$ cat config.mk
export PLATFORM = sky130hd
export DESIGN_NAME = sleep_wake_control
export DESIGN_NICKNAME = d
export VERILOG_FILES = /design/src/rtl/sleep_wake_pkg.sv /design/src/rtl/wdt_link_if.sv /design/src/rtl/watchdog_counter.sv /design/src/rtl/sleep_wake_control.sv
export SDC_FILE = /design/constraint.sdc
export NUM_CORES = 1
export LEC_CHECK = 0
export ABC_AREA = 1
export BUFFER_PORTS_ARGS = -buffer_cell sky130_fd_sc_hd__buf_2
export CORE_MARGIN = 4
export CORE_UTILIZATION = 36
export DETAILED_ROUTE_END_ITERATION = 10
export SYNTH_ARGS = -nofsm -noshare
export SYNTH_HDL_FRONTEND = slang
export SYNTH_SLANG_ARGS = --single-unit
export TNS_END_PERCENT = 50
$ cat constraint.sdc
create_clock -name clk_sys -period 3 [get_ports clk_sys]
set_input_delay 0.45 -clock clk_sys [delete_from_list [all_inputs] [get_ports clk_sys]]
set_output_delay 0.45 -clock clk_sys [all_outputs]
set_load 0.005 [all_outputs]
$ cat src/rtl/sleep_wake_pkg.sv
// Constants and types for the sleep/wake controller
// Functional notes
// - Low-power state is entered only by the core's sleep instruction.
// - Sleep entry clears watchdog; it keeps counting if enabled in sleep.
// - Sleep entry clears power-down flag and sets watchdog-expiry flag.
// - Core clock is stopped while asleep.
// - Low-frequency internal oscillator keeps running while asleep.
// - Secondary timer oscillator keeps running while asleep.
// - Converter keeps running asleep when its dedicated RC clock is chosen.
// - I/O ports hold their pre-sleep drive state while asleep.
// - Sleep does not alter reset sources other than the watchdog.
// - Watchdog expiry in sleep wakes and resumes, clearing the watchdog-expiry flag.
// - Wake on pin, brown-out, power-on, watchdog or enabled interrupt.
// - Pin, brown-out, power-on reset the device; others resume execution.
// - Sleep prefetches the instruction at program counter plus one.
// - Interrupt wakes only if enabled, regardless of global enable.
// - Global enable clear continues inline; set runs next, then handler.
// - With global enable set the core branches to handler address 0004h.
// - Watchdog is cleared on every exit from sleep.
// - Enabled flag pending at sleep makes sleep a no-op; only the prefetch address changes.
// - Flag set during sleep: finish, wake, clear watchdog, update flags.
// - Crystal modes wait 1024 oscillator periods before resuming after wake.
// - Flags: compare4 bit5, compare3 bit4, timer6 bit3, timer4 bit1.
// - Unimplemented flag and enable bits always read zero.
package sleep_wake_pkg;
	localparam logic [11:0] ADDR_PERIPHERAL_IRQ_FLAGS_THREE    = 12'h000;
	localparam logic [11:0] ADDR_PIE3    = 12'h004;
	localparam logic [11:0] ADDR_INTERRUPT_CONTROL  = 12'h008;
	localparam logic [11:0] ADDR_STATUS  = 12'h00C;
	localparam logic [11:0] ADDR_WDTCTL  = 12'h010;
	localparam logic [11:0] ADDR_SLPCFG  = 12'h014;
	localparam logic [11:0] ADDR_SLPSTAT = 12'h018;
	localparam logic [7:0] PERIPHERAL_IRQ_FLAGS_THREE_MASK     = 8'h3A;
	localparam logic [7:0] PERIPHERAL_IRQ_FLAGS_THREE_RESET    = 8'h00;
	localparam logic [7:0] INTERRUPT_CONTROL_RESET  = 8'h00;
	localparam logic [7:0] WDTCTL_MASK   = 8'h3F;
	localparam logic [7:0] WDTCTL_RESET  = 8'h16;
	localparam int GIE_BIT    = 7;
	localparam int PEIE_BIT   = 6;
	localparam int EXPIRY_BIT = 4;
	localparam int PDOWN_BIT  = 3;
	localparam int SWDTEN_BIT = 0;
	localparam logic [15:0] HANDLER_ADDR = 16'h0004;
	localparam int OST_PERIODS = 1024;
	localparam logic [10:0] OST_COUNT = 11'h400;
	localparam logic [1:0] WDTE_ON     = 2'h3;
	localparam logic [1:0] WDTE_NSLEEP = 2'h2;
	localparam logic [1:0] WDTE_SW     = 2'h1;
	localparam logic [1:0] OSC_XT = 2'h1;
	localparam logic [1:0] OSC_HS = 2'h2;
	localparam logic [1:0] OSC_LP = 2'h3;
	typedef enum logic [3:0] {
		ST_RUN   = 4'h1,
		ST_SLEEP = 4'h2,
		ST_OST   = 4'h4,
		ST_RESUME = 4'h8
	} power_state_t;
endpackage

$ cat src/rtl/wdt_link_if.sv
// Watchdog control and expiry signals between controller and timer
`timescale 1ns/1ns
interface wdt_link_if;
	logic        clear;
	logic        run;
	logic [4:0]  period_sel;
	logic        expired;
	modport ctrl  (output clear, output run, output period_sel, input expired);
	modport timer (input clear, input run, input period_sel, output expired);
endinterface

$ cat src/rtl/watchdog_counter.sv
// Watchdog counter ticked by the low-frequency oscillator tick
`timescale 1ns/1ns
module watchdog_counter (
	input  wire logic  clk_sys,
	input  wire logic  resetn,
	input  wire logic  lfosc_tick,
	wdt_link_if.timer  wdt
);
	logic [31:0] count_ff;
	logic        expired_ff;
	logic [31:0] limit;

	// Prescale 5 bits select 2^(sel+5) ticks
	assign limit = 32'h1 << (6'(wdt.period_sel) + 6'h05);
	assign wdt.expired = expired_ff;

	always_ff @(posedge clk_sys or negedge resetn) begin
		if (!resetn) begin
			count_ff <= 32'h0;
		end else if (wdt.clear || !wdt.run) begin
			count_ff <= 32'h0;
		end else if (lfosc_tick) begin
			count_ff <= (count_ff + 32'h1 >= limit) ? 32'h0 : count_ff + 32'h1;
		end
	end

	always_ff @(posedge clk_sys or negedge resetn) begin
		if (!resetn) begin
			expired_ff <= 1'b0;
		end else begin
			expired_ff <= wdt.run && !wdt.clear && lfosc_tick &&
				(count_ff + 32'h1 >= limit);
		end
	end
endmodule

$ cat src/rtl/sleep_wake_control.sv
// Sleep entry, wake decision and register file over APB
`timescale 1ns/1ns
module sleep_wake_control (
	input  wire logic         clk_sys,
	input  wire logic         resetn,
	input  wire logic         psel,
	input  wire logic         penable,
	input  wire logic         pwrite,
	input  wire logic [11:0]  paddr,
	input  wire logic [31:0]  pwdata,
	output logic [31:0]       prdata,
	output logic              pready,
	output logic              pslverr,
	input  wire logic         sleep_exec,
	input  wire logic         clrwdt_exec,
	input  wire logic [15:0]  program_counter,
	input  wire logic         lfosc_tick,
	input  wire logic [1:0]   wdt_enable_cfg,
	input  wire logic [1:0]   osc_mode,
	input  wire logic         external_irq_wake,
	input  wire logic         compare4_event,
	input  wire logic         compare3_event,
	input  wire logic         timer6_match_event,
	input  wire logic         timer4_match_event,
	input  wire logic         adc_rc_clock_sel,
	input  wire logic [7:0]   port_out_in,
	input  wire logic [7:0]   port_oe_in,
	output logic              cpu_clk_en,
	output logic              device_reset_req,
	output logic              resume_pulse,
	output logic              vector_req,
	output logic [15:0]       vector_addr,
	output logic [15:0]       prefetch_addr,
	output logic              lfosc_run,
	output logic              timer_osc_run,
	output logic              adc_clk_run,
	output logic [7:0]        port_out,
	output logic [7:0]        port_oe,
	output logic              asleep
);
	import sleep_wake_pkg::*;

	power_state_t state_ff, nxt_state;
	logic [7:0]  peripheral_irq_flags_three_ff;
	logic [7:0]  pie3_ff;
	logic [7:0]  interrupt_control_ff;
	logic        powerdown_flag_ff;
	logic        watchdog_expiry_flag_ff;
	logic [7:0]  wdtctl_ff;
	logic [10:0] ost_ff;
	logic        pending_vector_ff;
	logic [7:0]  port_out_ff;
	logic [7:0]  port_oe_ff;
	logic [15:0] prefetch_ff;
	logic        resume_ff;
	logic        vector_ff;
	logic        rst_req_ff;
	logic [31:0] prdata_ff;
	logic        wdt_wake_ff;

	logic        irq_wake;
	logic        wr_en;
	logic        rd_en;
	logic        enter_sleep;
	logic        nop_sleep;
	logic        wake_now;
	logic        crystal_mode;
	logic        wdt_run;
	logic [7:0]  peripheral_irq_flags_three_set;
	logic [7:0]  peripheral_irq_flags_three_wdata;
	logic        ext_reset_wake;
	wdt_link_if  wdt ();

	function automatic logic hit(input logic [11:0] a, input logic [11:0] b);
		return a == b;
	endfunction

	assign ext_reset_wake = 1'b0;
	assign wr_en = psel && penable && pwrite;
	assign rd_en = psel && penable && !pwrite;
	assign pready = 1'b1;
	assign pslverr = 1'b0;
	assign prdata = prdata_ff;

	// Event inputs into flag positions
	assign peripheral_irq_flags_three_set = {2'b00, compare4_event, compare3_event,
		timer6_match_event, 1'b0, timer4_match_event, 1'b0};

	// Peripheral enable gate also needs the peripheral master enable
	assign irq_wake = external_irq_wake ||
		(interrupt_control_ff[PEIE_BIT] && |(peripheral_irq_flags_three_ff & pie3_ff));

	assign crystal_mode = (osc_mode == OSC_XT) || (osc_mode == OSC_HS) ||
		(osc_mode == OSC_LP);
	assign enter_sleep = sleep_exec && (state_ff == ST_RUN) &&
		!irq_wake;
	assign nop_sleep = sleep_exec && (state_ff == ST_RUN) && irq_wake;
	assign wake_now = irq_wake || wdt.expired;

	always_comb begin
		case (wdt_enable_cfg)
			WDTE_ON:     wdt_run = 1'b1;
			WDTE_NSLEEP: wdt_run = (state_ff == ST_RUN);
			WDTE_SW:     wdt_run = wdtctl_ff[SWDTEN_BIT];
			default:     wdt_run = 1'b0;
		endcase
	end

	// Watchdog held clear through start-up, cleared on entry and exit
	assign wdt.run = wdt_run;
	assign wdt.period_sel = wdtctl_ff[5:1];
	assign wdt.clear = clrwdt_exec || enter_sleep || (state_ff == ST_OST) ||
		(state_ff == ST_SLEEP && wake_now);

	watchdog_counter u_wdt (
		.clk_sys    (clk_sys),
		.resetn     (resetn),
		.lfosc_tick (lfosc_tick),
		.wdt        (wdt)
	);

	always_comb begin
		nxt_state = state_ff;
		case (state_ff)
			ST_RUN: begin
				if (enter_sleep) begin
					nxt_state = ST_SLEEP;
				end
			end
			ST_SLEEP: begin
				if (wake_now) begin
					nxt_state = crystal_mode ? ST_OST : ST_RESUME;
				end
			end
			ST_OST: begin
				if (ost_ff == 11'h001) begin
					nxt_state = ST_RESUME;
				end
			end
			ST_RESUME: nxt_state = ST_RUN;
			default:   nxt_state = ST_RUN;
		endcase
	end

	always_ff @(posedge clk_sys or negedge resetn) begin
		if (!resetn) begin
			state_ff <= ST_RUN;
		end else begin
			state_ff <= nxt_state;
		end
	end

	// Start-up counter counts clk_sys oscillator periods while the core clock is stopped
	always_ff @(posedge clk_sys or negedge resetn) begin
		if (!resetn) begin
			ost_ff <= 11'h0;
		end else if (state_ff == ST_SLEEP && wake_now) begin
			ost_ff <= OST_COUNT;
		end else if (state_ff == ST_OST) begin
			ost_ff <= ost_ff - 11'h001;
		end
	end

	// Clock gate only reopens from a registered state
	assign cpu_clk_en = (state_ff == ST_RUN) ||
		(state_ff == ST_RESUME);
	assign asleep = (state_ff == ST_SLEEP) || (state_ff == ST_OST);
	assign lfosc_run = 1'b1;
	assign timer_osc_run = 1'b1;
	assign adc_clk_run = !asleep || adc_rc_clock_sel;

	// Pins frozen from the sleep edge until resume
	always_ff @(posedge clk_sys or negedge resetn) begin
		if (!resetn) begin
			port_out_ff <= 8'h00;
			port_oe_ff <= 8'h00;
		end else if (!asleep && !enter_sleep) begin
			port_out_ff <= port_out_in;
			port_oe_ff <= port_oe_in;
		end
	end
	assign port_out = port_out_ff;
	assign port_oe = port_oe_ff;

	always_ff @(posedge clk_sys or negedge resetn) begin
		if (!resetn) begin
			prefetch_ff <= 16'h0;
		end else if (sleep_exec) begin
			prefetch_ff <= program_counter + 16'h0001;
		end
	end
	assign prefetch_addr = prefetch_ff;

	// Watchdog expiry in run mode resets; in sleep it only wakes
	always_ff @(posedge clk_sys or negedge resetn) begin
		if (!resetn) begin
			rst_req_ff <= 1'b0;
		end else begin
			rst_req_ff <= (wdt.expired && state_ff == ST_RUN) ||
				ext_reset_wake;
		end
	end
	assign device_reset_req = rst_req_ff;

	always_ff @(posedge clk_sys or negedge resetn) begin
		if (!resetn) begin
			wdt_wake_ff <= 1'b0;
		end else if (state_ff == ST_SLEEP && wake_now) begin
			wdt_wake_ff <= wdt.expired && !irq_wake;
		end
	end

	always_ff @(posedge clk_sys or negedge resetn) begin
		if (!resetn) begin
			pending_vector_ff <= 1'b0;
			resume_ff <= 1'b0;
			vector_ff <= 1'b0;
		end else begin
			resume_ff <= (state_ff == ST_RESUME);
			if (state_ff == ST_RESUME) begin
				pending_vector_ff <= interrupt_control_ff[GIE_BIT] && !wdt_wake_ff;
			end else if (pending_vector_ff && resume_ff) begin
				pending_vector_ff <= 1'b0;
			end
			// Vector after the in-line instruction has run
			vector_ff <= pending_vector_ff && resume_ff;
		end
	end
	assign resume_pulse = resume_ff;
	assign vector_req = vector_ff;
	assign vector_addr = HANDLER_ADDR;

	// Status flags: 1 after reset, set on clrwdt; updated on entry
	always_ff @(posedge clk_sys or negedge resetn) begin
		if (!resetn) begin
			powerdown_flag_ff <= 1'b1;
			watchdog_expiry_flag_ff <= 1'b1;
		end else if (enter_sleep) begin
			powerdown_flag_ff <= 1'b0;
			watchdog_expiry_flag_ff <= 1'b1;
		end else if (state_ff == ST_SLEEP && wdt.expired) begin
			watchdog_expiry_flag_ff <= 1'b0;
		end else if (clrwdt_exec && !nop_sleep) begin
			powerdown_flag_ff <= 1'b1;
			watchdog_expiry_flag_ff <= 1'b1;
		end
	end

	// Hardware set wins over a software clear in the same cycle
	assign peripheral_irq_flags_three_wdata = pwdata[7:0] & PERIPHERAL_IRQ_FLAGS_THREE_MASK;
	always_ff @(posedge clk_sys or negedge resetn) begin
		if (!resetn) begin
			peripheral_irq_flags_three_ff <= PERIPHERAL_IRQ_FLAGS_THREE_RESET;
		end else if (wr_en && hit(paddr, ADDR_PERIPHERAL_IRQ_FLAGS_THREE)) begin
			peripheral_irq_flags_three_ff <= peripheral_irq_flags_three_wdata | peripheral_irq_flags_three_set;
		end else begin
			peripheral_irq_flags_three_ff <= peripheral_irq_flags_three_ff | peripheral_irq_flags_three_set;
		end
	end

	always_ff @(posedge clk_sys or negedge resetn) begin
		if (!resetn) begin
			pie3_ff <= 8'h00;
			interrupt_control_ff <= INTERRUPT_CONTROL_RESET;
			wdtctl_ff <= WDTCTL_RESET;
		end else if (wr_en) begin
			if (hit(paddr, ADDR_PIE3)) begin
				pie3_ff <= pwdata[7:0] & PERIPHERAL_IRQ_FLAGS_THREE_MASK;
			end
			if (hit(paddr, ADDR_INTERRUPT_CONTROL)) begin
				interrupt_control_ff <= pwdata[7:0];
			end
			if (hit(paddr, ADDR_WDTCTL)) begin
				wdtctl_ff <= pwdata[7:0] & WDTCTL_MASK;
			end
		end
	end

	always_ff @(posedge clk_sys or negedge resetn) begin
		if (!resetn) begin
			prdata_ff <= 32'h0;
		end else if (psel && !penable && !pwrite) begin
			case (paddr)
				ADDR_PERIPHERAL_IRQ_FLAGS_THREE:   prdata_ff <= {24'h0, peripheral_irq_flags_three_ff};
				ADDR_PIE3:   prdata_ff <= {24'h0, pie3_ff};
				ADDR_INTERRUPT_CONTROL: prdata_ff <= {24'h0, interrupt_control_ff};
				ADDR_STATUS: prdata_ff <= {27'h0, watchdog_expiry_flag_ff,
					powerdown_flag_ff, 3'b000};
				ADDR_WDTCTL: prdata_ff <= {24'h0, wdtctl_ff};
				ADDR_SLPSTAT: prdata_ff <= {28'h0, state_ff};
				default:     prdata_ff <= 32'h0;
			endcase
		end
	end
endmodule

Word level (Yosys, flattened, before mapping)
Index checks and enable logic that the tools add are counted.
{"block": "classes", "eq_ne": 20, "n_reduce_logical": 52, "magnitude_cmp": 1, "n_bitwise": 3, "addsub": 4, "n_shift": 1, "mux": 20}
{"operator": "$mux W32", "count": 3}
{"operator": "$pmux W8 S6", "count": 1}
{"operator": "$add A32 B1 Y32 const B", "count": 1}
{"operator": "$ge A32 B32 Y1", "count": 1}
{"operator": "$shl A1 B6 Y32 const A", "count": 1}
{"operator": "$eq A12 B4 Y1 const B", "count": 2}
{"operator": "$eq A12 B5 Y1 const B", "count": 2}
{"operator": "$mux W11", "count": 2}
{"operator": "$logic_and A1 B1 Y1", "count": 20}
{"operator": "$add A16 B1 Y16 const B", "count": 1}
{"operator": "$mux W4", "count": 4}
{"operator": "$eq A12 B3 Y1 const B", "count": 1}
{"operator": "$logic_not A12 Y1", "count": 1}
{"operator": "$pmux W4 S3", "count": 1}
{"operator": "$eq A11 B1 Y1 const B", "count": 1}
{"operator": "$logic_or A1 B1 Y1", "count": 11}
{"operator": "$sub A11 B1 Y11 const B", "count": 1}
{"operator": "$logic_not A1 Y1", "count": 9}
{"operator": "$and A8 B6 Y8", "count": 1}
{"operator": "$eq A2 B2 Y1 const B", "count": 4}
{"operator": "$mux W8", "count": 1}
{"operator": "$or A8 B6 Y8", "count": 1}
{"operator": "$reduce_and A2 Y1", "count": 4}
{"operator": "$reduce_bool A2 Y1", "count": 4}
{"operator": "14 further kinds", "count": 23}
{"block": "totals", "word_cells": 120, "reg_bits": 145, "inputBits": 94, "out_inout_bits": 90}

Logic depth before layout (Yosys ltp)
Gate-level depths: netlist (run 1).
{"block": "logic_depth", "word_depth": 13, "mapped_depth": 23, "depth_no_buf": 22}

Cells and area by module
A second synthesis (run 1) with hierarchy kept.
{"block": "hier_totals", "hier_cells": 1195, "area_unflattened_um2": 8114.0}
{"mod": "sleep_wake_control", "n_inst": 1, "cells_each": 584, "seq_area_each_um2": 2109.5, "area_per_inst_um2": 4589.4}
{"mod": "watchdog_counter", "n_inst": 1, "cells_each": 611, "seq_area_each_um2": 825.8, "area_per_inst_um2": 3524.6}

Worst setup path before layout (run 1)
No wires, ideal clock.
{"block": "synth_path", "path_kind": "register -> register", "start": "register u_wdt.count_ff[0]", "end": "register u_wdt.count_ff[10]", "setup_ns": 0.065, "t_required_ns": 2.935, "period_less_slack_ns": 2.732, "arrival_ns": 2.667, "n_path_buf": 1, "path_stages_with_launch": 24, "path_slack_ns": 0.268, "cell_sequence": "dfrtp_1 ha_1 nand2_1 inv_2 nand4_4 nor2_4 nand2_2 nor2_4 nand2_1 nand2_1 nand2_1 ha_1 nand2_1 inv_1 nand2_1 nand2_1 nand2_1 nand2_1 nand2_1 nand2_1 a21oi_1 clkbuf_1 nand3_1 nand2_1"}
{"block": "synth_via", "elab_chain_cells": 5}
{"element": "from (decl)", "line_no": "watchdog_counter.sv:9", "source": "logic [31:0] count_ff;"}
{"element": "from (signal assigned)", "line_no": "watchdog_counter.sv:23", "source": "count_ff <= (count_ff + 32'h1 >= limit) ? 32'h0 : count_ff + 32'h1;"}
{"element": "$add A32 B1 Y32 *", "line_no": "watchdog_counter.sv:23"}
{"element": "$ge A32 B32 Y1", "line_no": "watchdog_counter.sv:23"}
{"element": "$mux W32 *", "line_no": "watchdog_counter.sv:23"}
{"element": "$mux W32 *", "line_no": "watchdog_counter.sv:22", "source": "end else if (lfosc_tick) begin"}
{"element": "$mux W32 *", "line_no": "watchdog_counter.sv:20", "source": "end else if (wdt.clear || !wdt.run) begin"}
Every way passes the cells marked *; elsewhere a longest branch is shown, timed or not. The select of a mux whose other input is x is not followed.
A chain may end at the register's enable or synchronous reset.

Worst setup path in the final report (run 1)
{"block": "layout_path", "start": "register u_wdt.count_ff[1]", "end": "register u_wdt.count_ff[21]"}
The elaborated chain is that of the path after synthesis.

==> run_summary.xml, run 1 <==
<?xml version="1.0" encoding="UTF-8"?>
<metrics>
  <group name="run_status">
    <metric name="outcome" unit="">complete, but fails checks</metric>
    <metric name="failing_checks" unit="">negative setup slack</metric>
  </group>
  <group name="synth">
    <metric name="synth.area.top_cells" unit="">dfrtp_1 36%, nand2_1 18%, ha_1 5.8%</metric>
    <metric name="synth-seq-area-share" unit="%">38.06</metric>
    <metric name="count_of_synthesis_stage_warnings_from_yosys" unit="">0</metric>
    <metric name="synthesis.instances" unit="">1055</metric>
    <metric name="post_synth.cell_area_avg" unit="um2">7.310</metric>
    <metric name="synth_area" unit="um2">7712</metric>
    <metric name="synth_area_leader_cell" unit="">dfrtp_1</metric>
    <metric name="ys.flop_type" unit="">dfrtp_1</metric>
    <metric name="ys_async_sr_fraction" unit="%">100.0</metric>
    <metric name="number_of_distinct_library_cells_after_synthesis" unit="">47</metric>
    <metric name="yosysTopAreaCellShare" unit="%">36.02</metric>
    <metric name="synth-seq-cells" unit="">117</metric>
    <metric name="number_of_enable_type_register_cells_in_the_synthesized_netlist" unit="">0</metric>
  </group>
  <group name="flow_run">
    <metric name="max_cap_viol_count" unit="">0</metric>
  </group>
  <group name="route">
    <metric name="postRouteWirelength" unit="um">20160</metric>
    <metric name="vias_after_detailed_routing" unit="">7041</metric>
    <metric name="postRouteAntennaNets" unit="">0</metric>
    <metric name="avgRoutedWirePerCell" unit="um">13.42</metric>
    <metric name="pre_antenna_drt_iters" unit="">5</metric>
    <metric name="drt-vias-per-instance" unit="">4.688</metric>
    <metric name="total_drc_errors_in_the_routed_layout" unit="">0</metric>
    <metric name="first_iter_violations" unit="">327</metric>
  </group>
  <group name="placement">
    <metric name="routabilityCongestion" unit="">0.9212</metric>
    <metric name="estimated_wirelength_of_the_detail_placed_design" unit="um">14560</metric>
    <metric name="port_buffers" unit="">115</metric>
    <metric name="place_inst" unit="">1446</metric>
  </group>
  <group name="layout">
    <metric name="n_fill_cell" unit="">2079</metric>
    <metric name="antenna_cells" unit="">0</metric>
    <metric name="instances_no_fill" unit="">1502</metric>
    <metric name="synthToLayoutAreaGrowth" unit="%">24.24</metric>
    <metric name="post_route_cells_drive_above_1_share" unit="%">23.23</metric>
    <metric name="final_nets" unit="">1344</metric>
  </group>
  <group name="power">
    <metric name="power_density" unit="nW/um2">397.1</metric>
    <metric name="max_rail_drop_vdd" unit="mV">0.3178</metric>
    <metric name="leakage" unit="nW">5.129</metric>
  </group>
  <group name="clock_tree">
    <metric name="h_tree_level_count" unit="">4</metric>
    <metric name="tritoncts_num_sinks" unit="">117</metric>
    <metric name="cts.path.max_buffers" unit="">2</metric>
    <metric name="cts_tree" unit="">done</metric>
    <metric name="cts-hold-fix-buffers" unit="">0</metric>
    <metric name="clk_latency" unit="ns">0.42</metric>
    <metric name="cts_root_buffer" unit="">clkbuf_16</metric>
    <metric name="cts_inserted_buffers" unit="">17</metric>
    <metric name="clk_pin_slew_worst_paths" unit="ns">0.06</metric>
  </group>
  <group name="timing">
    <metric name="setup_viol" unit="">14</metric>
    <metric name="max_slew_margin" unit="%">60.29</metric>
    <metric name="report.final.slew_viol_count" unit="">0</metric>
    <metric name="post-route-worst-setup-slack" unit="ns">-0.01969</metric>
    <metric name="worst-slew-pin-transition" unit="ns">0.5924</metric>
    <metric name="fin_tns_setup" unit="ns">-0.1691</metric>
    <metric name="finalHoldViolations" unit="">0</metric>
    <metric name="rsz0062_at_grt" unit="">yes</metric>
    <metric name="worst_hold_slack" unit="ns">0.03007</metric>
    <metric name="min_tclk_post_route" unit="ns">3.020</metric>
    <metric name="finalCritPeriodShare" unit="%">100.7</metric>
    <metric name="max_frequency" unit="GHz">0.3312</metric>
    <metric name="clock-skew-final" unit="ns">0.01437</metric>
  </group>
  <group name="setup_path">
    <metric name="worstPathCellList" unit="">ha_2 &gt; nand2_2 &gt; inv_4 &gt; nand4_4 &gt; nor2_4 &gt; nand2_4 &gt; buf_6 &gt; xor2_4 &gt; ha_1 &gt; nand2_1 &gt; nor2_2 &gt; nand2_1 &gt; nor2_1 &gt; nor2_1 &gt; nand2_1 &gt; a21oi_4 &gt; buf_12 &gt; clkbuf_16 &gt; nand3_1 &gt; nand2_1</metric>
    <metric name="type_of_the_setup_path_with_the_least_slack" unit="">reg2reg</metric>
    <metric name="slowest_stage" unit="">dfrtp_1</metric>
    <metric name="critical-path-max-stage-delay" unit="ns">0.43</metric>
    <metric name="critical_path_required" unit="ns">3.30</metric>
    <metric name="arrival" unit="ns">3.32</metric>
    <metric name="timing.critical_path.mode_cell" unit="">nand2_1</metric>
    <metric name="cp-start-kind" unit="">flip-flop</metric>
    <metric name="setup_crit_end_kind" unit="">flip-flop</metric>
    <metric name="path_max_fanout" unit="">7</metric>
  </group>
  <group name="grt">
    <metric name="overflow" unit="">0</metric>
    <metric name="grt_pass1_wl" unit="um">32060</metric>
    <metric name="number_of_global_route_vias_before_repair" unit="">6578</metric>
    <metric name="grtUsageTotal" unit="%">16.46</metric>
    <metric name="grt_start_max_net_pins" unit="">80</metric>
    <metric name="grt_antenna_before_repair" unit="">0</metric>
  </group>
  <group name="floorplan">
    <metric name="die_y" unit="um">154.4</metric>
    <metric name="core_region_area" unit="um2">21020</metric>
    <metric name="fp.dieW" unit="um">154.4</metric>
    <metric name="top_level_ports" unit="">184</metric>
    <metric name="die-area" unit="um2">23830</metric>
    <metric name="initial_core_util" unit="%">36.69</metric>
    <metric name="rows" unit="">53</metric>
  </group>
  <group name="hold_path">
    <metric name="timing.hold.worst.class" unit="">in2async</metric>
  </group>
</metrics>
==> placed cells by master, fill, tap and decap left out, drive strengths merged, types with 3 or more instances in the layout <==
master	count
inv	114
xnor2	4
buf	158
o31ai	4
conb	49
o21ai	43
dfstp	6
nand2	370
clkinv	4
nor2	100
a21oi	22
a21o	4
nor4	7
nand3	81
clkinvlp	3
nand4	23
nor3	21
or2	7
xor2	27
clkbuf	20
ha	36
dfrtp	111
==> worst paths after layout <==
| path | start | endpoint | slack (ns) | cells past startpoint |
|---|---|---|---|---|
| worst min-delay path | resetn | u_wdt.count_ff[24] | 0.03 | 1 |
| max in group asynchronous | resetn | port_oe[0] | 2.15 | 2 |
| worst max register to register | u_wdt.count_ff[1] | u_wdt.count_ff[21] | -0.02 | 20 |
| min in group clk_sys | port_out_in[2] | port_out[2] | 0.21 | 3 |
| worst min register to register | wdt_wake_ff | pending_vector_ff | 0.47 | 1 |
| worst max-delay path | u_wdt.count_ff[1] | u_wdt.count_ff[21] | -0.02 | 20 |
==> synthesized netlist by cell type (12+ instances only) <==
| master | instances |
|---|---|
| nand2_1 | 363 |
| dfrtp_1 | 111 |
| inv_1 | 99 |
| nor2_1 | 91 |
| nand3_1 | 78 |
| buf_4 | 45 |
| o21ai_0 | 41 |
| ha_1 | 36 |
| xor2_1 | 27 |
| a21oi_1 | 22 |
| nand4_1 | 22 |
| nor3_1 | 15 |
| clkbuf_1 | 12 |
==> stage by stage <==
step	setup WS, ns	util (%)	instance area, um2	total power, mW
2_1_floorplan	0.2675	-	7889	1.755
3_5_place_dp	0.03352	40.56	8527	1.841
3_3_place_gp	0.09215	40.56	8527	1.839
5_1_grt	-0.1514	45.58	9582	3.966
4_1_cts	0.01212	43.28	9099	3.852
6_report	-0.01969	45.58	9582	3.805
==> registers in the layout, indices dropped and copies added (netlist names), 4 cells and up <==
register                       count
prdata                             8
port_out                           8
interrupt_control_ff               8
ost_ff                            11
state_ff                           4
port_oe                            8
u_wdt.count_ff                    32
peripheral_irq_flags_three_ff      4
wdtctl_ff                          6
prefetch_addr                     16
pie3_ff                            4
==> logic make-up (layout without fill, tap and decap cells) <==
| logic type | count (synthesis) | in the layout | share of synthesized area [%] |
|---|---|---|---|
| fa+ha+maj | 36 | 36 | 5.840 |
| other cells | 2 | 49 | 0.09738 |
| flops | 117 | 117 | 38.06 |
| simple gates | 612 | 612 | 34.93 |
| compound gates | 81 | 81 | 5.954 |
| mux | 1 | 1 | 0.1460 |
| xor+xnor | 31 | 31 | 3.618 |
| buf+inv | 175 | 300 | 11.36 |
==> report_power, final <==
group	switching, mW	internal (mW)
sequential	0.0114	1.60
clock	0.831	1.16
combinational	0.124	0.0746
total	0.966	2.84
==> worst max-delay path, delay by kind of cell (launching register included) <==
kind / cells / cell delay [ns]
AOI/OAI and AO/OA: 1 / 0.08
xor gates and xnor gates: 1 / 0.15
adders and majority gates: 2 / 0.50
buffers and inverters: 4 / 0.52
DFF: 1 / 0.43
and+or+nand+nor: 12 / 1.21
==> layer usage <==
layer / share of wire, % / track usage (%) / vias up / routed length [um]
li1: - / - / 3584 / -
met1: 44 / 22.10 / 3237 / 8958
met2: 48 / 27.14 / 194 / 9750
met3: 5.4 / 3.497 / 26 / 1086
met4: 1.8 / 4.205 / 0 / 366
met5: 0 / 0 / - / 0
==> cell type report <==
cell class | instances | area, um2 | area share (%)
Clock buffer | 18 | 429.2 | 4.479
Clock inverter | 14 | 142.6 | 1.489
Inverter | 108 | 407.9 | 4.257
Multi-Input combinational cell | 810 | 4313 | 45.01
Sequential cell | 117 | 2938 | 30.66
Tap cell | 275 | 344.1 | 3.591
Timing Repair Buffer | 160 | 1007 | 10.51
==> repair_timing <==
| action | CTS | global route |
|---|---|---|
| setup buffers | 0 | 21 |
| endpoints found under the setup margin | 0 | 33 |
| resized for setup | 0 | 56 |
| endpoints found under the hold margin | 0 | 0 |
Note: power is estimated with default switching activity, not from simulation.
==> inputs of run 2 (changes only) <==
--- a/config.mk
+++ b/config.mk
@@ -8,7 +8,7 @@
 export ABC_AREA = 1
 export BUFFER_PORTS_ARGS = -buffer_cell sky130_fd_sc_hd__buf_2
 export CORE_MARGIN = 4
-export CORE_UTILIZATION = 36
+export CORE_UTILIZATION = 34
 export DETAILED_ROUTE_END_ITERATION = 10
 export SYNTH_ARGS = -nofsm -noshare
 export SYNTH_HDL_FRONTEND = slang
==> constraint.sdc (replaced) <==
create_clock -name clk_sys -period 2.91 [get_ports clk_sys]
set_input_delay 0.4365 -clock clk_sys [delete_from_list [all_inputs] [get_ports clk_sys]]
set_output_delay 0.4365 -clock clk_sys [all_outputs]
set_load 0.005 [all_outputs]
==> run_summary.xml, run 2 (same netlist as run 1, synthesis figures left out) <==
<?xml version="1.0" encoding="UTF-8"?>
<metrics>
  <group name="setup_path">
    <metric name="type_of_the_setup_path_with_the_least_slack" unit="">reg2reg</metric>
    <metric name="setup_crit_end_kind" unit="">flip-flop</metric>
    <metric name="path_max_fanout" unit="">7</metric>
    <metric name="critical_path.reg2reg.endpoint" unit="">u_wdt.count_ff[9]</metric>
    <metric name="reg2reg_start" unit="">u_wdt.count_ff[5]</metric>
    <metric name="ff2ff_path_depth" unit="">16</metric>
    <metric name="critical_path_required" unit="ns">3.21</metric>
    <metric name="cp-start-kind" unit="">flip-flop</metric>
    <metric name="arrival" unit="ns">3.19</metric>
    <metric name="regToRegSetupSlack" unit="ns">0.02</metric>
  </group>
  <group name="timing">
    <metric name="max_frequency" unit="GHz">0.3455</metric>
    <metric name="finalCritPeriodShare" unit="%">99.46</metric>
    <metric name="finalHoldViolations" unit="">0</metric>
    <metric name="min_tclk_post_route" unit="ns">2.894</metric>
    <metric name="rsz0062_at_grt" unit="">yes</metric>
    <metric name="max_slew_margin" unit="%">46.92</metric>
    <metric name="worst_hold_slack" unit="ns">0.08664</metric>
    <metric name="clock-skew-final" unit="ns">0.01049</metric>
    <metric name="setup_viol" unit="">0</metric>
    <metric name="report.final.slew_viol_count" unit="">0</metric>
    <metric name="worst-slew-pin-transition" unit="ns">0.7963</metric>
  </group>
  <group name="floorplan">
    <metric name="initial_core_util" unit="%">34.91</metric>
    <metric name="die-area" unit="um2">25160</metric>
    <metric name="fp.dieW" unit="um">158.6</metric>
    <metric name="die_y" unit="um">158.6</metric>
    <metric name="top_level_ports" unit="">184</metric>
    <metric name="core_region_area" unit="um2">22090</metric>
    <metric name="rows" unit="">54</metric>
  </group>
  <group name="route">
    <metric name="avgRoutedWirePerCell" unit="um">13.85</metric>
    <metric name="pre_antenna_drt_iters" unit="">5</metric>
    <metric name="first_iter_violations" unit="">543</metric>
    <metric name="postRouteWirelength" unit="um">20930</metric>
    <metric name="postRouteAntennaNets" unit="">0</metric>
    <metric name="drt-vias-per-instance" unit="">4.692</metric>
    <metric name="total_drc_errors_in_the_routed_layout" unit="">0</metric>
    <metric name="vias_after_detailed_routing" unit="">7089</metric>
  </group>
  <group name="clock_tree">
    <metric name="cts-hold-fix-buffers" unit="">0</metric>
    <metric name="cts_tree" unit="">done</metric>
    <metric name="h_tree_level_count" unit="">4</metric>
    <metric name="cts_inserted_buffers" unit="">17</metric>
    <metric name="clk_pin_slew_worst_paths" unit="ns">0.06</metric>
    <metric name="cts_root_buffer" unit="">clkbuf_16</metric>
    <metric name="tritoncts_num_sinks" unit="">117</metric>
    <metric name="clk_latency" unit="ns">0.42</metric>
    <metric name="cts.path.max_buffers" unit="">2</metric>
  </group>
  <group name="grt">
    <metric name="number_of_global_route_vias_before_repair" unit="">6810</metric>
    <metric name="grt_start_max_net_pins" unit="">57</metric>
    <metric name="overflow" unit="">0</metric>
    <metric name="grt_antenna_before_repair" unit="">0</metric>
    <metric name="grtUsageTotal" unit="%">16.57</metric>
    <metric name="grt_pass1_wl" unit="um">33620</metric>
  </group>
  <group name="layout">
    <metric name="n_fill_cell" unit="">2178</metric>
    <metric name="area_taken_by_multi_input_logic_gates" unit="um2">4338</metric>
    <metric name="largest_reg_flops" unit="">32</metric>
    <metric name="synthToLayoutAreaGrowth" unit="%">25.26</metric>
    <metric name="antenna_cells" unit="">0</metric>
    <metric name="mostFrequentLayoutCell" unit="">nand2_1</metric>
    <metric name="post_route_cells_drive_above_1_share" unit="%">24.37</metric>
    <metric name="layout.cells.most_common_list" unit="">354 x nand2_1, 114 x buf_2, 103 x dfrtp_1</metric>
    <metric name="final_nets" unit="">1348</metric>
    <metric name="instances_no_fill" unit="">1511</metric>
    <metric name="largest_register" unit="">u_wdt.count_ff</metric>
    <metric name="final_cell_area" unit="um2">9661</metric>
    <metric name="final-seq-area" unit="um2">2945</metric>
    <metric name="finalCoreUtilization" unit="%">43.73</metric>
  </group>
  <group name="placement">
    <metric name="place_inst" unit="">1457</metric>
    <metric name="port_buffers" unit="">115</metric>
    <metric name="detailed_place.area" unit="um2">8578</metric>
    <metric name="routabilityCongestion" unit="">0.8722</metric>
    <metric name="estimated_wirelength_of_the_detail_placed_design" unit="um">15390</metric>
  </group>
  <group name="power">
    <metric name="pwr-share-seq" unit="%">41.5</metric>
    <metric name="clockPowerShare" unit="%">53.1</metric>
    <metric name="power_density" unit="nW/um2">414.0</metric>
    <metric name="p_sw" unit="mW">0.9732</metric>
    <metric name="power.switching_fraction" unit="%">24.34</metric>
    <metric name="max_rail_drop_vdd" unit="mV">0.3763</metric>
    <metric name="share_comb_of_total_power" unit="%">5.3</metric>
    <metric name="cell_internal_pwr" unit="mW">3.026</metric>
    <metric name="leakage" unit="nW">5.185</metric>
  </group>
  <group name="hold_path">
    <metric name="timing.hold.worst.class" unit="">in2async</metric>
  </group>
  <group name="flow_run">
    <metric name="max_cap_viol_count" unit="">0</metric>
  </group>
  <group name="run_status">
    <metric name="outcome" unit="">completed</metric>
  </group>
</metrics>
==> run 2: cell count changes in the layout (fill, tap and decap cells not counted), sizes merged <==
| cell | previous run | this run |
|---|---|---|
| clkinv | 4 | 7 |
| bufinv | 1 | 2 |
| clkbuf | 20 | 21 |
| buf | 158 | 162 |
| inv | 114 | 110 |
| clkinvlp | 3 | 2 |
==> run 2: layout make-up <==
cell class                 count  area share, %
clock buffer                  19          4.585
inverter                     108          4.222
clock inverter                13          1.554
tap                          280          3.626
multi-input combinational    810          44.90
sequential                   117          30.49
timing repair buffer         164          10.62
==> run 2: metrics by stage <==
stage / setup TNS, ns / setup slack, ns / power [mW]
after floorplan: 0 / 0.1775 / 1.809
after CTS: 0 / 0.0001323 / 4.045
after global routing: -4.974 / -0.1742 / 4.169
after detailed placement: -0.9283 / -0.04696 / 1.905
final: 0 / 0.01570 / 3.999
after global placement: -0.2786 / -0.01798 / 1.903
==> run 2: worst max-delay path by stage <==
stage,startpoint,cells after the start,endpoint
2_1_floorplan,u_wdt.count_ff[0],23,u_wdt.count_ff[10]
3_3_place_gp,u_wdt.count_ff[7],15,u_wdt.count_ff[3]
3_5_place_dp,u_wdt.count_ff[7],15,u_wdt.count_ff[4]
4_1_cts,u_wdt.count_ff[0],23,u_wdt.count_ff[4]
5_1_grt,u_wdt.count_ff[1],20,u_wdt.count_ff[9]
6_report,u_wdt.count_ff[5],16,u_wdt.count_ff[9]
==> run 2: per-layer routing <==
layer	GRT usage (%)	part of all wire, %	up-vias
li1	-	-	3603
met1	22.33	46	3254
met4	4.265	1.8	0
met3	4.213	6.3	27
met5	0	0	-
met2	26.67	46	205
==> run 2: critical path, stage by stage, from the launching register on <==
cell and delay (ns):
dfrtp_1 0.40, nand2_4 0.09, nor3_4 0.30, nand2_2 0.12
nor2_4 0.17, nand3_2 0.11, xor2_2 0.17, ha_1 0.31
nand2_2 0.06, nor2_2 0.13, nand4_1 0.22, nor2b_4 0.19
a21oi_4 0.07, buf_12 0.14, clkbuf_16 0.17, nand3_2 0.07
nand2_1 0.05
==> run 2: power groups by stage <==
| stage | registers [mW] | logic [mW] | clock network (mW) |
|---|---|---|---|
| final | 1.66 | 0.213 | 2.12 |
| after global routing | 1.66 | 0.251 | 2.25 |
| after CTS | 1.66 | 0.217 | 2.17 |
| after detailed placement | 1.69 | 0.216 | 0 |
| after global placement | 1.69 | 0.214 | 0 |
| after floorplan | 1.69 | 0.117 | 0 |
==> run 2: repair_timing <==
item	in CTS	in global routing
gates resized for setup	2	65
pin swaps	0	36
setup endpoints to repair	31	33
cloned	0	3
buffers inserted	0	19
==> inputs of run 3 (changes only) <==
--- a/config.mk
+++ b/config.mk
@@ -7,9 +7,12 @@
 export LEC_CHECK = 0
 export ABC_AREA = 1
 export BUFFER_PORTS_ARGS = -buffer_cell sky130_fd_sc_hd__buf_2
+export CELL_PAD_IN_SITES_DETAIL_PLACEMENT = 2
+export CELL_PAD_IN_SITES_GLOBAL_PLACEMENT = 2
 export CORE_MARGIN = 4
-export CORE_UTILIZATION = 34
+export CORE_UTILIZATION = 30
 export DETAILED_ROUTE_END_ITERATION = 10
+export PLACE_DENSITY_LB_ADDON = 0.1
 export SYNTH_ARGS = -nofsm -noshare
 export SYNTH_HDL_FRONTEND = slang
 export SYNTH_SLANG_ARGS = --single-unit
==> run_summary.xml, run 3 (same netlist as run 1, synthesis figures left out) <==
<?xml version="1.0" encoding="UTF-8"?>
<metrics>
  <group name="floorplan">
    <metric name="die_y" unit="um">168.3</metric>
    <metric name="rows" unit="">58</metric>
    <metric name="core_region_area" unit="um2">25250</metric>
    <metric name="top_level_ports" unit="">184</metric>
    <metric name="die-area" unit="um2">28340</metric>
    <metric name="fp.dieW" unit="um">168.3</metric>
    <metric name="initial_core_util" unit="%">30.54</metric>
  </group>
  <group name="grt">
    <metric name="grt_start_max_net_pins" unit="">49</metric>
    <metric name="grtUsageTotal" unit="%">20.80</metric>
    <metric name="global_route.usage.met3" unit="%">4.015</metric>
    <metric name="overflow" unit="">0</metric>
    <metric name="grt_pass1_wl" unit="um">47190</metric>
    <metric name="use_met2" unit="%">35.92</metric>
    <metric name="number_of_global_route_vias_before_repair" unit="">8638</metric>
    <metric name="met1_usage_grt" unit="%">26.93</metric>
    <metric name="grt.busiest_layer" unit="">met2</metric>
    <metric name="grt_antenna_before_repair" unit="">1</metric>
  </group>
  <group name="layout">
    <metric name="final_nets" unit="">1416</metric>
    <metric name="synthToLayoutAreaGrowth" unit="%">36.32</metric>
    <metric name="layout.cells.most_common_list" unit="">340 x nand2_1, 114 x buf_2, 105 x buf_4</metric>
    <metric name="instances_no_fill" unit="">1628</metric>
    <metric name="n_fill_cell" unit="">2993</metric>
    <metric name="largest_reg_flops" unit="">32</metric>
    <metric name="post_route_cells_drive_above_1_share" unit="%">31.90</metric>
    <metric name="antenna_cells" unit="">0</metric>
    <metric name="mostFrequentLayoutCell" unit="">nand2_1</metric>
    <metric name="largest_register" unit="">u_wdt.count_ff</metric>
  </group>
  <group name="run_status">
    <metric name="failing_checks" unit="">negative setup slack</metric>
    <metric name="outcome" unit="">complete, but fails checks</metric>
  </group>
  <group name="placement">
    <metric name="port_buffers" unit="">115</metric>
    <metric name="routabilityCongestion" unit="">0.8069</metric>
    <metric name="place_inst" unit="">1562</metric>
    <metric name="estimated_wirelength_of_the_detail_placed_design" unit="um">20510</metric>
    <metric name="dpl_worst_slack" unit="ns">-0.1962</metric>
  </group>
  <group name="clock_tree">
    <metric name="cts_tree" unit="">done</metric>
    <metric name="cts.path.max_buffers" unit="">2</metric>
    <metric name="tritoncts_num_sinks" unit="">117</metric>
    <metric name="cts_root_buffer" unit="">clkbuf_16</metric>
    <metric name="h_tree_level_count" unit="">4</metric>
    <metric name="clk_latency" unit="ns">0.43</metric>
    <metric name="cts_inserted_buffers" unit="">17</metric>
    <metric name="clk_pin_slew_worst_paths" unit="ns">0.07</metric>
  </group>
  <group name="setup_path">
    <metric name="crit_family" unit="">simple AND/OR/NAND/NOR gates</metric>
    <metric name="cp_num_buf_inv" unit="">5</metric>
    <metric name="path_max_fanout" unit="">7</metric>
    <metric name="slowest_stage" unit="">dfrtp_1</metric>
    <metric name="cp-start-kind" unit="">flip-flop</metric>
    <metric name="type_of_the_setup_path_with_the_least_slack" unit="">reg2reg</metric>
    <metric name="setup_crit_end_kind" unit="">flip-flop</metric>
    <metric name="worstPathCellList" unit="">ha_2 &gt; nand2_2 &gt; inv_4 &gt; nand4_4 &gt; buf_6 &gt; nor3_4 &gt; nand2_1 &gt; nand2_1 &gt; nand2_1 &gt; inv_2 &gt; ha_4 &gt; nand4_1 &gt; nor3_2 &gt; nor2b_4 &gt; a21oi_4 &gt; buf_6 &gt; buf_16 &gt; nand3_2 &gt; nand2_1</metric>
    <metric name="arrival" unit="ns">3.50</metric>
    <metric name="timing.critical_path.mode_cell" unit="">nand2_1</metric>
    <metric name="critical_path_required" unit="ns">3.23</metric>
    <metric name="critical-path-max-stage-delay" unit="ns">0.40</metric>
  </group>
  <group name="route">
    <metric name="vias_after_detailed_routing" unit="">7793</metric>
    <metric name="total_drc_errors_in_the_routed_layout" unit="">0</metric>
    <metric name="pre_antenna_drt_iters" unit="">4</metric>
    <metric name="postRouteAntennaNets" unit="">0</metric>
    <metric name="first_iter_violations" unit="">317</metric>
    <metric name="drt-vias-per-instance" unit="">4.787</metric>
    <metric name="postRouteWirelength" unit="um">31000</metric>
    <metric name="avgRoutedWirePerCell" unit="um">19.04</metric>
  </group>
  <group name="timing">
    <metric name="min_tclk_post_route" unit="ns">3.182</metric>
    <metric name="worst_hold_slack" unit="ns">0.1997</metric>
    <metric name="fin_tns_setup" unit="ns">-7.295</metric>
    <metric name="worst-slew-pin-transition" unit="ns">0.6900</metric>
    <metric name="rsz0062_at_grt" unit="">yes</metric>
    <metric name="setup_viol" unit="">33</metric>
    <metric name="report.final.slew_viol_count" unit="">0</metric>
    <metric name="finalHoldViolations" unit="">0</metric>
    <metric name="max_frequency" unit="GHz">0.3143</metric>
    <metric name="clock-skew-final" unit="ns">0.01291</metric>
    <metric name="finalCritPeriodShare" unit="%">109.4</metric>
    <metric name="max_slew_margin" unit="%">54.00</metric>
    <metric name="post-route-worst-setup-slack" unit="ns">-0.2721</metric>
  </group>
  <group name="power">
    <metric name="power.total" unit="mW">4.057</metric>
    <metric name="power_density" unit="nW/um2">385.9</metric>
    <metric name="max_rail_drop_vdd" unit="mV">0.3078</metric>
    <metric name="leakage" unit="nW">5.577</metric>
  </group>
  <group name="hold_path">
    <metric name="timing.hold.worst.class" unit="">in2reg</metric>
  </group>
  <group name="flow_run">
    <metric name="max_cap_viol_count" unit="">0</metric>
  </group>
</metrics>
run 3: cell types whose count changed in the layout (fill, tap and decap cells not counted), sizes merged:
cell         change
buf             +69
clkbuf           -3
clkinv           -3
clkinvlp         +3
dlygate4sd3      +1
run 3: final cells by class:
type	count	area (um2)	area share [%]
Clock inverter	13	150.1	1.428
Sequential cell	117	2944	28.00
Clock buffer	18	429.2	4.082
Inverter	108	407.9	3.880
Tap cell	330	412.9	3.927
Multi-Input combinational cell	810	4607	43.82
Timing Repair Buffer	232	1563	14.86
run 3: tightest hold or removal path, stage by stage:
cell and delay (ns):
buf_2 0.07, nand2_1 0.04, nand2_1 0.05
run 3: report_power, final:
group	total, mW	internal, mW	switching, mW
Combinational	0.220	0.0798	0.140
Clock	2.18	1.27	0.908
Sequential	1.66	1.65	0.0117
run 3: worst paths after layout:
check / to / cells after the start / slack, ns / from
max in group asynchronous: wdtctl_ff[4] / 3 / 1.71 / resetn
setup reg to reg: u_wdt.count_ff[20] / 19 / -0.27 / u_wdt.count_ff[1]
min in group asynchronous: peripheral_irq_flags_three_ff[5] / 2 / 0.46 / resetn
hold reg to reg: prdata[0] / 2 / 0.47 / prdata[0]
hold / removal: port_out[7] / 3 / 0.20 / port_out_in[7]
setup / recovery: u_wdt.count_ff[20] / 19 / -0.27 / u_wdt.count_ff[1]
run 3: metal layers:
layer | share of wire [%] | vias to the layer above | wire length (um)
li1 | - | 3722 | -
met1 | 44 | 3855 | 13590
met3 | 4.5 | 41 | 1409
met4 | 1.8 | 2 | 553
met5 | 0.042 | - | 13
met2 | 50 | 173 | 15440
run 3: through the flow:
step	instance area, um2	util, %
finish	10510	41.63
global route	10510	41.63
CTS	10210	40.44
detailed placement	9066	35.90
global placement	9066	35.90
floorplan	7889	-
run 3: what timing repair did:
item | in CTS | in global routing
buffers inserted | 21 | 12
gates resized for setup | 78 | 52
endpoints found under the setup margin | 33 | 33
endpoints found under the hold margin | 20 | 0
pin swaps | 44 | 33
hold buffers | 1 | 0
gates cloned | 3 | 0
